[src/hdl/gsip_params.svh]
// Constants for the gauge serial input port
`ifndef GSIP_PARAMS_SVH
`define GSIP_PARAMS_SVH
`define GSIP_WORD_BITS 12
`define GSIP_SEL_MSB 11
`define GSIP_SEL_LSB 10
`define GSIP_MAJOR_BITS 10
`define GSIP_MINOR_BITS 8
`define GSIP_SEL_MAJOR 2'h0
`define GSIP_SEL_MINOR1 2'h1
`define GSIP_SEL_MINOR2 2'h2
`define GSIP_SEL_OFF 2'h3
`define GSIP_SHIFT_RESET 12'h000
`define GSIP_MAJOR_RESET 10'h000
`define GSIP_MINOR_RESET 8'h00
`define GSIP_PIN_COUNT 5
`define GSIP_PIN_SCLK 0
`define GSIP_PIN_SEL 1
`define GSIP_PIN_DIN 2
`define GSIP_PIN_SHORT 3
`define GSIP_PIN_HOT 4
`endif

[src/hdl/gsip_pkg.sv]
// Types for the gauge serial input port
`include "gsip_params.svh"
package gsip_pkg;
   typedef logic [`GSIP_WORD_BITS-1:0] gsip_word_t;
   typedef logic [1:0] gsip_sel_t;
endpackage

[src/hdl/gsip_sync.sv]
// Two-flop synchroniser with edge detection for the port pins
`timescale 1ns/1ps
`default_nettype none
module gsip_sync (
   input wire logic mclk,
   input wire logic rst_b,
   input wire logic pinIn,
   output logic level,
   output logic rise,
   output logic fall
);
   logic meta_reg, meta_next;
   logic sync_reg, sync_next;
   logic last_reg, last_next;

   // First stage feeds only the second
   always_comb begin
      meta_next = pinIn;
      sync_next = meta_reg;
      last_next = sync_reg;
   end

   always_ff @(posedge mclk) begin
      if (!rst_b) begin
         meta_reg <= 1'b0;
         sync_reg <= 1'b0;
         last_reg <= 1'b0;
      end else begin
         meta_reg <= meta_next;
         sync_reg <= sync_next;
         last_reg <= last_next;
      end
   end

   // Edges judged only on settled samples
   assign level = sync_reg;
   assign rise = sync_reg & ~last_reg;
   assign fall = ~sync_reg & last_reg;
endmodule // gsip_sync
`default_nettype wire

[src/hdl/gsip_port.sv]
// Gauge serial input port: shift register, word latch, fault re-arm
`timescale 1ns/1ps
`default_nettype none
`include "gsip_params.svh"
// Summary of operation
// [RULE1] Rising shift clock samples serial input
// [RULE2] Serial output changes on falling edge
// [RULE3] Shift only while load-select is high
// [RULE4] Load-select fall latches word to gauge
// [RULE5] Load-select fall re-enables faulted drivers
// [RULE6] Reset clears all registers and latches
// [RULE7] Fault output low on short or overheat
// [RULE8] Twelve-bit register; old bits shift out
// [RULE9] Host may chain devices through serial output
// [RULE10] Top two bits select target gauge
// [RULE11] Select 11 disables all coil outputs
// [RULE12] Major ten-bit code, minors eight-bit
// [RULE13] Words arrive most significant bit first
// [RULE14] Low load-select holds word and register
module gsip_port
   import gsip_pkg::*;
(
   input wire logic mclk,
   input wire logic rst_b,
   input wire logic shiftClk,
   input wire logic loadSel,
   input wire logic serIn,
   input wire logic shortDet,
   input wire logic overTemp,
   output logic serOut,
   output logic faultOut_b,
   output logic [`GSIP_MAJOR_BITS-1:0] majorCode,
   output logic [`GSIP_MINOR_BITS-1:0] minor1Code,
   output logic [`GSIP_MINOR_BITS-1:0] minor2Code,
   output logic coilEnable,
   output logic majorUpdate,
   output logic minor1Update,
   output logic minor2Update
);
   // Pins gathered so that one bank of synchronisers serves them all
   logic [`GSIP_PIN_COUNT-1:0] pinRaw;
   logic [`GSIP_PIN_COUNT-1:0] pinLvl;
   logic [`GSIP_PIN_COUNT-1:0] pinRise;
   logic [`GSIP_PIN_COUNT-1:0] pinFall;
   logic sclkRise, sclkFall;
   logic selLvl, selFall;
   logic dinLvl;
   logic faultLvl;

   assign pinRaw[`GSIP_PIN_SCLK] = shiftClk;
   assign pinRaw[`GSIP_PIN_SEL] = loadSel;
   assign pinRaw[`GSIP_PIN_DIN] = serIn;
   assign pinRaw[`GSIP_PIN_SHORT] = shortDet;
   assign pinRaw[`GSIP_PIN_HOT] = overTemp;

   // Every pin passes two flops before any logic reads it
   genvar pinIdx;
   generate
      for (pinIdx = 0; pinIdx < `GSIP_PIN_COUNT; pinIdx++) begin : gPinSync
         gsip_sync uSync (
            .mclk(mclk),
            .rst_b(rst_b),
            .pinIn(pinRaw[pinIdx]),
            .level(pinLvl[pinIdx]),
            .rise(pinRise[pinIdx]),
            .fall(pinFall[pinIdx])
         );
      end
   endgenerate

   // Only the edges each path needs are picked out; the rest stay unread
   assign sclkRise = pinRise[`GSIP_PIN_SCLK];
   assign sclkFall = pinFall[`GSIP_PIN_SCLK];
   assign selLvl = pinLvl[`GSIP_PIN_SEL];
   assign selFall = pinFall[`GSIP_PIN_SEL];
   assign dinLvl = pinLvl[`GSIP_PIN_DIN];
   // Short and overheat trip the drivers alike
   assign faultLvl = pinLvl[`GSIP_PIN_SHORT] | pinLvl[`GSIP_PIN_HOT];

   gsip_word_t shift_reg, shift_next;
   logic serOut_reg, serOut_next;
   gsip_sel_t sel;

   // Shift path: the register and the serial output behind it
   // A frame shorter than twelve bits leaves old bits mixed in
   always_comb begin
      shift_next = shift_reg;
      serOut_next = serOut_reg;
      // Edges while deselected are dropped, contents kept
      if (selLvl && sclkRise) begin // [RULE3] [RULE14]
         shift_next = {shift_reg[`GSIP_WORD_BITS-2:0], dinLvl}; // [RULE1] [RULE13] [RULE8]
      end
      // Output lags to the fall so a chained device samples settled data
      if (selLvl && sclkFall) begin // [RULE2] [RULE9]
         serOut_next = shift_reg[`GSIP_WORD_BITS-1]; // [RULE8]
      end
   end

   // Synchronous reset stands in for the power-on clear
   always_ff @(posedge mclk) begin
      if (!rst_b) begin // [RULE6]
         shift_reg <= `GSIP_SHIFT_RESET;
         serOut_reg <= 1'b0;
      end else begin
         shift_reg <= shift_next;
         serOut_reg <= serOut_next;
      end
   end

   assign sel = shift_reg[`GSIP_SEL_MSB:`GSIP_SEL_LSB]; // [RULE10]

   logic [`GSIP_MAJOR_BITS-1:0] major_reg, major_next;
   logic [`GSIP_MINOR_BITS-1:0] minor1_reg, minor1_next;
   logic [`GSIP_MINOR_BITS-1:0] minor2_reg, minor2_next;
   logic enable_reg, enable_next;
   logic majUpd_reg, majUpd_next;
   logic m1Upd_reg, m1Upd_next;
   logic m2Upd_reg, m2Upd_next;

   // Word latch: the load-select fall hands the word to the addressed gauge
   always_comb begin
      major_next = major_reg;
      minor1_next = minor1_reg;
      minor2_next = minor2_reg;
      enable_next = enable_reg;
      majUpd_next = 1'b0;
      m1Upd_next = 1'b0;
      m2Upd_next = 1'b0;
      if (selFall) begin // [RULE4]
         case (sel)
            `GSIP_SEL_MAJOR: begin
               major_next = shift_reg[`GSIP_MAJOR_BITS-1:0]; // [RULE12]
               enable_next = 1'b1;
               majUpd_next = 1'b1;
            end
            `GSIP_SEL_MINOR1: begin
               minor1_next = shift_reg[`GSIP_MINOR_BITS-1:0]; // [RULE12]
               enable_next = 1'b1;
               m1Upd_next = 1'b1;
            end
            `GSIP_SEL_MINOR2: begin
               minor2_next = shift_reg[`GSIP_MINOR_BITS-1:0]; // [RULE12]
               enable_next = 1'b1;
               m2Upd_next = 1'b1;
            end
            // Codes are kept so the next load picks up where it left off
            `GSIP_SEL_OFF: begin
               enable_next = 1'b0; // [RULE11]
            end
            default: begin
               enable_next = 1'b0;
            end
         endcase
      end
   end

   // Codes, enable and update pulses registered together
   always_ff @(posedge mclk) begin
      if (!rst_b) begin // [RULE6]
         major_reg <= `GSIP_MAJOR_RESET;
         minor1_reg <= `GSIP_MINOR_RESET;
         minor2_reg <= `GSIP_MINOR_RESET;
         enable_reg <= 1'b0;
         majUpd_reg <= 1'b0;
         m1Upd_reg <= 1'b0;
         m2Upd_reg <= 1'b0;
      end else begin
         major_reg <= major_next;
         minor1_reg <= minor1_next;
         minor2_reg <= minor2_next;
         enable_reg <= enable_next;
         majUpd_reg <= majUpd_next;
         m1Upd_reg <= m1Upd_next;
         m2Upd_reg <= m2Upd_next;
      end
   end

   logic tripped_reg, tripped_next;
   logic fault_reg, fault_next;
   logic coilEn_reg, coilEn_next;

   // Protection: a trip holds until a load arrives with the fault gone
   always_comb begin
      tripped_next = tripped_reg;
      // Fault still present wins over re-arm
      if (faultLvl) begin
         tripped_next = 1'b1;
      end else if (selFall) begin
         tripped_next = 1'b0; // [RULE5]
      end
      fault_next = ~faultLvl; // [RULE7]
      // Enable registered with the trip so drivers never see a glitch
      coilEn_next = enable_next & ~tripped_next;
   end

   always_ff @(posedge mclk) begin
      if (!rst_b) begin // [RULE6]
         tripped_reg <= 1'b0;
         fault_reg <= 1'b1;
         coilEn_reg <= 1'b0;
      end else begin
         tripped_reg <= tripped_next;
         fault_reg <= fault_next;
         coilEn_reg <= coilEn_next;
      end
   end

   // Every output comes straight from a flop
   assign serOut = serOut_reg;
   assign faultOut_b = fault_reg;
   assign majorCode = major_reg;
   assign minor1Code = minor1_reg;
   assign minor2Code = minor2_reg;
   assign coilEnable = coilEn_reg;
   assign majorUpdate = majUpd_reg;
   assign minor1Update = m1Upd_reg;
   assign minor2Update = m2Upd_reg;
endmodule // gsip_port
`default_nettype wire

[config.mk]
export PLATFORM = sky130hd
export DESIGN_NAME = gsip_port
export DESIGN_NICKNAME = d
export VERILOG_FILES = /design/src/hdl/gsip_pkg.sv /design/src/hdl/gsip_sync.sv /design/src/hdl/gsip_port.sv
export VERILOG_INCLUDE_DIRS = /design/src /design/src/hdl
export SDC_FILE = /design/constraint.sdc
export NUM_CORES = 1
export LEC_CHECK = 0
export ABC_CLOCK_PERIOD_IN_PS = 2800
export BUFFER_PORTS_ARGS = -buffer_cell sky130_fd_sc_hd__buf_2
export CORE_UTILIZATION = 25
export CTS_CLUSTER_SIZE = 16
export DETAILED_ROUTE_END_ITERATION = 8
export HOLD_SLACK_MARGIN = 0.06
export PLACE_DENSITY = 0.43
export SKIP_CTS_REPAIR_TIMING = 1
export SLEW_MARGIN = 20
export SYNTH_ARGS = -nofsm -noshare
export SYNTH_HDL_FRONTEND = slang
export SYNTH_SLANG_ARGS = --single-unit
[constraint.sdc]
create_clock -name mclk -period 2.8 [get_ports mclk]
set_clock_uncertainty 0.05 [all_clocks]
set_input_delay 0.42 -clock mclk [delete_from_list [all_inputs] [get_ports mclk]]
set_output_delay 0.42 -clock mclk [all_outputs]
set_load 0.1 [all_outputs]
==> flow_summary.toml, run 1 <==
[run_status]
status = "complete, no violations"

[critical_path]
cp_max_fo = 2
reg2reg_depth = 3
reg2reg_slack_ns = 1.22
cp_cell_sequence = "buf_2"
cp_slowest_stage_delay_ns = 0.44
endpoint_kind = "output port"
worstPathBufferInverterCount = 1
required_ns = 2.33
cpMaxStageDelayCell = "buf_2"
r2r-start = "shift_reg[10]$_SDFFE_PN0P_"
critPathArrivalTime_ns = 1.14
path_delay_family = "buffers and inverters"
crit_type = "flip-flop to output port"
reg2reg_to = "minor1Code[0]$_SDFFE_PN0P_"
cp-start-kind = "flip-flop"

[yosys]
ys_warn_count = 0
synth_nets = 199
avgSynthCellArea_um2 = 9.98
ys.flop_type = "dfxtp_1"
synth_edf_count = 0
synth-seq-area-share_pct = 60.6
synth_area_um2 = 1920
ys_ff_latch = 58
ys_types = 20
ys_async_sr_fraction_pct = 0
netlist_instances = 192

[sta]
fin_tns_setup_ns = 0
rsz0062_at_grt = "no"
maxSlewViolCount = 0
max_freq_ghz = 0.623
post-route-period-util_pct = 57.3
period_minus_slack_ns = 1.61
tightest_slew_ns = 0.765
setup_viol = 0
final-hold-violation-count = 0
slew-limit-headroom_pct = 48.8

[job]
cap_violations = 0

[placement]
io_buffer_count = 38
gp_congestion = 0.676
place_inst = 316
hpwl_um = 2620

[hold_path]
hold-path-cell-count = 2
hold_path_end = "gPinSync[2].uSync.meta_reg$_SDFF_PN0_"
min-delay-start = "serIn"
min_path_type = "input pin to flip-flop"

[layout]
fin_nets = 235
final_common_cell = "dfxtp_1"
drive_gt1_share_pct = 27.9
largest_reg_flops = 12
instances_no_fill = 332
n_fill_cell = 784
area_growth_syn_to_layout_pct = 22.0
antennaDiodeCount = 0
final_cell_mix = "dfxtp_1, nand3_1, buf_2"

[floorplan]
coreArea_um2 = 7330
die_height_um = 89.6
rows = 31
start_util_pct = 26.1
dieWidth_um = 89.6
pin_count = 39
die_area_um2 = 8020

[power]
swShare_pct = 21.6
p_leak_uw = 0.000945
power.density_nw_per_um2 = 677
intPower_uw = 1240
comb_power_share_pct = 2.9
pwr-share-clk_pct = 44.0
switching_power_uw = 343
peakVddDrop_v = 0.000285
pwr-share-seq_pct = 53.0

[grt]
grt_first_pass_wirelength_um = 6420
grt_overflow = 0
grt.total_usage_pct = 11.1
grt_pass1_vias = 1313
grt_max_degree = 45
antenna_found_initial = 0

[routing]
antenna_left = 0
drt-pass1-iter-count = 4
totalWireLength_um = 3960
vias = 1370
wl_per_cell_um = 11.9
vias_per_cell = 4.13
drc = 0
drt_iter0_drc = 80

[clocking]
cts_buffers = 9
clk_path_buf_depth = 2
clk_latency_ns = 0.33
htreeDepth = 3
cts_tree = "yes"
clockRootBuffer = "clkbuf_8"
clock_sinks = 58
clk_pin_slew_ns = 0.06
-- metal layers --
layer / GRT usage, % / wire length (um) / vias to the layer above
met2: 16.7 / 1800 / 38
met4: 3.90 / 21 / 0
li1: - / - / 733
met1: 13.6 / 1900 / 595
met5: 0 / 0 / -
met3: 5.72 / 231 / 4
-- cells by family after synthesis --
group | count (synthesis) | synth area share (%)
simple gates | 76 | 21.0
compound gates | 40 | 12.5
mux | 2 | 1.04
flops | 58 | 60.6
buf+inv | 16 | 4.90
-- per-stage QoR --
stage	cell area [um^2]	worst slack [ns]	power (uW)	hold slack [ns]	utilization, %
6_report	2340	1.19	1580	0.245	31.9
5_1_grt	2340	1.00	1650	0.229	31.9
4_1_cts	2340	1.15	1620	0.224	31.9
3_5_place_dp	2160	1.07	904	0.369	29.4
3_3_place_gp	2160	1.04	905	0.366	29.4
2_1_floorplan	1920	1.41	895	0.362	-
-- worst max path at each step --
stage | startpoint | to | slack, ns | cells after the start
final | majorCode[5]$_SDFFE_PN0P_ | majorCode[5] | 1.19 | 1
after global routing | gPinSync[1].uSync.level$_SDFF_PN0_ | shift_reg[7]$_SDFFE_PN0P_ | 1.00 | 3
after CTS | majorCode[5]$_SDFFE_PN0P_ | majorCode[5] | 1.15 | 1
after detailed placement | rst_b | coilEnable$_SDFF_PN0_ | 1.07 | 3
after global placement | rst_b | coilEnable$_SDFF_PN0_ | 1.04 | 3
after floorplan | serOut$_SDFFE_PN0P_ | serOut | 1.41 | 0
-- power by group through the flow --
stage          clock network (uW)  registers, uW  logic (uW)
3_5_place_dp                    0            858        46.8
6_report                      697            840        46.3
3_3_place_gp                    0            858        47.0
2_1_floorplan                   0            866        28.8
5_1_grt                       761            840        51.3
4_1_cts                       730            839        47.0
-- layout make-up --
class	instances	area, um^2	share of cell area [%]
flip-flops and latches	58	1160	49.7
multi-input cells	118	662	28.3
repair buffers	40	205	8.77
clock buffers	14	173	7.38
well taps	99	124	5.30
clock inverters	2	10.0	0.428
inverters	1	3.75	0.161
-- cell usage after synthesis, types with 3 or more instances --
library cell   n  area share (%)
o21ai_0       29             7.6
clkbuf_1       3            0.59
o21ai_2       10             4.6
nand2_1       13             2.5
and2_1        12             3.9
nand3_1       38             9.9
nor2_1         6             1.2
buf_4          3             1.2
dfxtp_1       58              61
buf_2          6             1.6
Note: power is estimated with default switching activity, not from simulation.
==> run 2, diff against run 1 <==
Settings changed: ABC_CLOCK_PERIOD_IN_PS 2800 to 1600.
Clock period 2.8 ns to 1.6 ns, I/O delays scaled along.
==> run 2 against run 1 <==
  * Combinational power up 110%
  * Sequential power up 75%
  * Power up 110%
  * Worst hold slack worse by 0.19 ns
  * Critical endpoint is now majorCode[3]$_SDFFE_PN0P_
  * Sequential cell count unchanged
  * Clock power up 140%
  * Via count up 2.8%
  * Core utilization up 2.2 points
  * Sequential share of layout area down 3.2 points
==> flow_summary.toml, run 2 (synthesized netlist as in run 1, its figures left out) <==
[routing]
vias_per_cell = 4.13
drt_iter0_drc = 80
drt-pass1-iter-count = 4
wl_per_cell_um = 11.5
antenna_left = 0
vias = 1409
drc = 0
totalWireLength_um = 3910

[clocking]
clk_pin_slew_ns = 0.07
clk_latency_ns = 0.34
clock_sinks = 58
htreeDepth = 3
clockRootBuffer = "clkbuf_8"
cts_buffers = 9
cts_tree = "yes"
clk_path_buf_depth = 2

[grt]
grt_pass1_vias = 1254
grtUsageMet1_pct = 12.6
gr-usage-met2_pct = 16.5
grt_max_degree = 55
busiest_layer = "met2"
use_met3_pct = 5.72
grt_overflow = 0
antenna_found_initial = 0
grt_first_pass_wirelength_um = 6180
grt.total_usage_pct = 10.9

[sta]
period_minus_slack_ns = 1.45
slew-limit-headroom_pct = 67.5
tightest_slew_ns = 0.491
max_freq_ghz = 0.688
fin_tns_setup_ns = 0
post-route-period-util_pct = 90.8
maxSlewViolCount = 0
final-hold-violation-count = 0
rsz0062_at_grt = "no"
setup_viol = 0

[placement]
gp_congestion = 0.666
hpwl_um = 2490
io_buffer_count = 38
place_inst = 321

[critical_path]
reg2reg_depth = 3
crit_type = "flip-flop to flip-flop"
required_ns = 1.77
cp-start-kind = "flip-flop"
endpoint_kind = "flip-flop"
cp_max_fo = 21
critPathArrivalTime_ns = 1.63

[floorplan]
coreArea_um2 = 7330
start_util_pct = 26.1
dieWidth_um = 89.6
die_height_um = 89.6
pin_count = 39
rows = 31
die_area_um2 = 8020

[power]
peakVddDrop_v = 0.000658
power.density_nw_per_um2 = 1300
p_leak_uw = 0.00102

[layout]
largest_reg_flops = 12
area_growth_syn_to_layout_pct = 30.3
instances_no_fill = 341
final_cell_mix = "dfxtp_1, nand3_1, buf_2"
drive_gt1_share_pct = 29.8
antennaDiodeCount = 0
final_common_cell = "dfxtp_1"
fin_nets = 244

[hold_path]
min_path_type = "input pin to flip-flop"
hold-path-cell-count = 2

[job]
cap_violations = 0

[run_status]
status = "complete, no violations"
==> run 2: changes by cell type in the layout (fill, tap and decap cells not counted) <==
cell           previous run  this run
buf_4                     2         6
dlygate4sd3_1             0         4
bufinv_16                 0         3
clkbuf_8                 12        11
buf_12                    0         1
clkbuf_1                  2         0
==> run 2: metal layers <==
metal	wire length, um	vias to the layer above	share of wire [%]
met5	0	-	0
met4	48	0	1.2
met3	266	8	6.8
met2	1800	34	46
met1	1800	623	46
li1	-	744	-
==> run 2: cell type report <==
class / instances / area [um^2]
tap: 99 / 124
inverter: 1 / 3.75
clock buffer: 11 / 151
multi-input combinational: 118 / 662
sequential: 58 / 1160
timing repair buffer: 49 / 295
fill: 778 / 4830
clock inverter: 5 / 100
==> run 2: through the flow <==
step / cell area (um^2) / utilization (%) / setup WS [ns] / hold WS [ns] / power [uW]
4_1_cts: 2460 / 33.5 / 0.144 / 0.0395 / 3280
5_1_grt: 2500 / 34.1 / 0.0807 / 0.0655 / 3370
6_report: 2500 / 34.1 / 0.147 / 0.0553 / 3240
3_3_place_gp: 2210 / 30.1 / 0.183 / 0.365 / 1590
3_5_place_dp: 2210 / 30.1 / 0.148 / 0.369 / 1590
2_1_floorplan: 1920 / - / 0.259 / 0.317 / 1570
==> run 2: worst paths after layout <==
| check | startpoint | to | slack (ns) |
|---|---|---|---|
| max | shift_reg[11]$_SDFFE_PN0P_ | majorCode[3]$_SDFFE_PN0P_ | 0.15 |
| min | shortDet | gPinSync[3].uSync.meta_reg$_SDFF_PN0_ | 0.06 |
| max reg2reg | shift_reg[11]$_SDFFE_PN0P_ | majorCode[3]$_SDFFE_PN0P_ | 0.15 |
| min reg2reg | gPinSync[1].uSync.meta_reg$_SDFF_PN0_ | gPinSync[1].uSync.level$_SDFF_PN0_ | 0.38 |
==> run 2: power by group <==
group	switching, uW	internal [uW]
registers	5.31	1460
logic	60.3	35.8
clock network	568	1110
==> run 2: critical path, stage by stage, from the launching register on <==
cell     delay, ns
dfxtp_1       0.36
or4b_4        0.71
nand3_1       0.16
o21ai_2       0.06
==> run 3, diff against run 2 <==
Settings changed: ABC_AREA set to 1, PLACE_DENSITY 0.43 to 0.42, TNS_END_PERCENT set to 10.
==> run 3 against run 2 <==
  * Critical path depth fell by 2
  * Power fell by 2.1%
  * Worst setup slack improved by 0.043 ns
  * Global-route usage rose by 0.69 points
  * Worst hold slack got worse by 0.018 ns
  * Combinational power rose by 120%
  * Wire length rose by 16%
  * Synthesized cell count rose by 48%
  * First-iteration DRC count rose by 14%
  * Fmax rose by 3.1%
  * Clock-buffer cell count rose by 3
  * Area after synthesis rose by 12%
  * Critical endpoint is now minor1Code[6]
  * Highest routed layer unchanged
==> flow_summary.toml, run 3 <==
[critical_path]
cp_cell_sequence = "buf_2"
cpMaxStageDelayCell = "buf_2"
endpoint_kind = "output port"
crit_type = "flip-flop to output port"
required_ns = 1.31
cp_max_fo = 2
cp-start-kind = "flip-flop"
cp_slowest_stage_delay_ns = 0.43
worstPathBufferInverterCount = 1
critPathArrivalTime_ns = 1.12
path_delay_family = "buffers and inverters"

[yosys]
synth_nets = 291
synth_common_cells = "nor2_1, dfxtp_1, nand2_1"
ys_types = 20
netlist_top_cells_area = "dfxtp_1, nor2_1, nand2_1, nand3_1, inv_1"
ys_async_sr_fraction_pct = 0
ys_warn_count = 0
ys_ff_latch = 58
ys.flop_type = "dfxtp_1"
synthMostInstantiatedCell = "nor2_1"
synth_top_area_cell = "dfxtp_1"
synth_edf_count = 0
synth_top_area_share_pct = 53.9
netlist_instances = 284
avgSynthCellArea_um2 = 7.59
synth_area_um2 = 2160
synth-seq-area-share_pct = 53.9

[routing]
drt_iter0_drc = 91
drc = 0
vias = 1800
totalWireLength_um = 4540
vias_per_cell = 4.13
drt-pass1-iter-count = 4
antenna_left = 0
wl_per_cell_um = 10.4

[sta]
period_minus_slack_ns = 1.41
maxSlewViolCount = 0
slew-limit-headroom_pct = 67.6
max_freq_ghz = 0.709
tightest_slew_ns = 0.489
whs_ns = 0.0378
final-hold-violation-count = 0
setup_viol = 0
rsz0062_at_grt = "no"
post-route-period-util_pct = 88.1
fin_tns_setup_ns = 0

[power]
p_leak_uw = 0.00130
comb_power_share_pct = 6.6
power.density_nw_per_um2 = 1170
peakVddDrop_v = 0.000484
intPower_uw = 2450
swShare_pct = 22.8
pwr-share-clk_pct = 46.5
pwr-share-seq_pct = 46.9
switching_power_uw = 723

[floorplan]
dieWidth_um = 94.9
die_area_um2 = 9000
die_height_um = 94.9
rows = 33
coreArea_um2 = 8300
pin_count = 39
start_util_pct = 26.0

[run_status]
status = "complete, no violations"

[clocking]
clock_sinks = 58
htreeDepth = 3
clockRootBuffer = "clkbuf_8"
clk_pin_slew_ns = 0.06
cts_tree = "yes"
clk_path_buf_depth = 2
clk_latency_ns = 0.33
cts_buffers = 9

[grt]
antenna_found_initial = 0
grt.total_usage_pct = 11.6
busiest_layer = "met2"
grt_max_degree = 37
grtUsageMet1_pct = 13.9
grt_first_pass_wirelength_um = 7660
grt_overflow = 0
use_met3_pct = 4.51
gr-usage-met2_pct = 17.6
grt_pass1_vias = 1598

[layout]
final_cell_mix = "nor2_1, dfxtp_1, nand2_1"
area_growth_syn_to_layout_pct = 25.6
final_area_um2 = 2710
largest_reg_flops = 12
antennaDiodeCount = 0
final_common_cell = "nor2_1"
fin_nets = 334
drive_gt1_share_pct = 21.5

[placement]
hpwl_um = 3080
gp_congestion = 0.667
io_buffer_count = 38
placedInstanceArea_um2 = 2440

[hold_path]
min_path_type = "input pin to flip-flop"

[job]
cap_violations = 0
## run 3: cell types whose count changed in the layout (fill, tap and decap cells not counted), sizes merged, moves of 3 or more
cell / before / now
nand3: 38 / 27
a21oi: 0 / 11
o21ai: 39 / 13
clkbuf: 11 / 14
nor2: 6 / 77
inv: 1 / 31
nand2: 13 / 47
and2: 12 / 0
## run 3: worst paths after layout
check                                     endpoint                             startpoint  slack, ns  depth (start not counted)
min          gPinSync[0].uSync.meta_reg$_SDFF_PN0_                               shiftClk       0.04                          3
max                                  minor1Code[6]             minor1Code[6]$_SDFFE_PN0P_       0.19                          1
min reg2reg     gPinSync[2].uSync.level$_SDFF_PN0_  gPinSync[2].uSync.meta_reg$_SDFF_PN0_       0.36                          2
max reg2reg             minor1Code[1]$_SDFFE_PN0P_             shift_reg[10]$_SDFFE_PN0P_       0.33                          5
## run 3: layout make-up
type                       count  area, um^2
clock buffer                  14         193
clock inverter                 1        30.0
fill                         910        5590
inverter                      31         116
multi-input combinational    180         796
sequential                    58        1160
tap                          105         131
timing repair buffer          47         280
## run 3: stage by stage
step	power, uW	utilization, %	worst slack [ns]	instances
finish	3180	32.6	0.190	436
global route	3320	32.6	0.139	436
CTS	3230	32.1	0.169	432
global placement	1730	29.5	0.367	417
detailed placement	1730	29.5	0.333	417
floorplan	1690	-	0.281	284
## run 3: logic make-up (layout without fill, tap and decap cells)
group	count (synthesis)	after routing	synth area share [%]
compound gates	24	24	5.57
buf+inv	46	93	9.23
flops	58	58	53.9
simple gates	156	156	31.3
## run 3: power groups by stage
stage          combinational, uW  clock (uW)  sequential (uW)
2_1_floorplan               87.2           0             1600
3_3_place_gp                 205           0             1520
3_5_place_dp                 205           0             1520
4_1_cts                      205        1530             1490
5_1_grt                      231        1600             1490
6_report                     209        1480             1490
## run 3: per-layer routing
layer  share of wire [%]  wire [um]  vias to the layer above
li1                    -          -                      959
met1                  47       2150                      802
met2                  46       2100                       32
met3                 4.9        224                        7
met4                 1.4         64                        0
met5                   0          0                        -
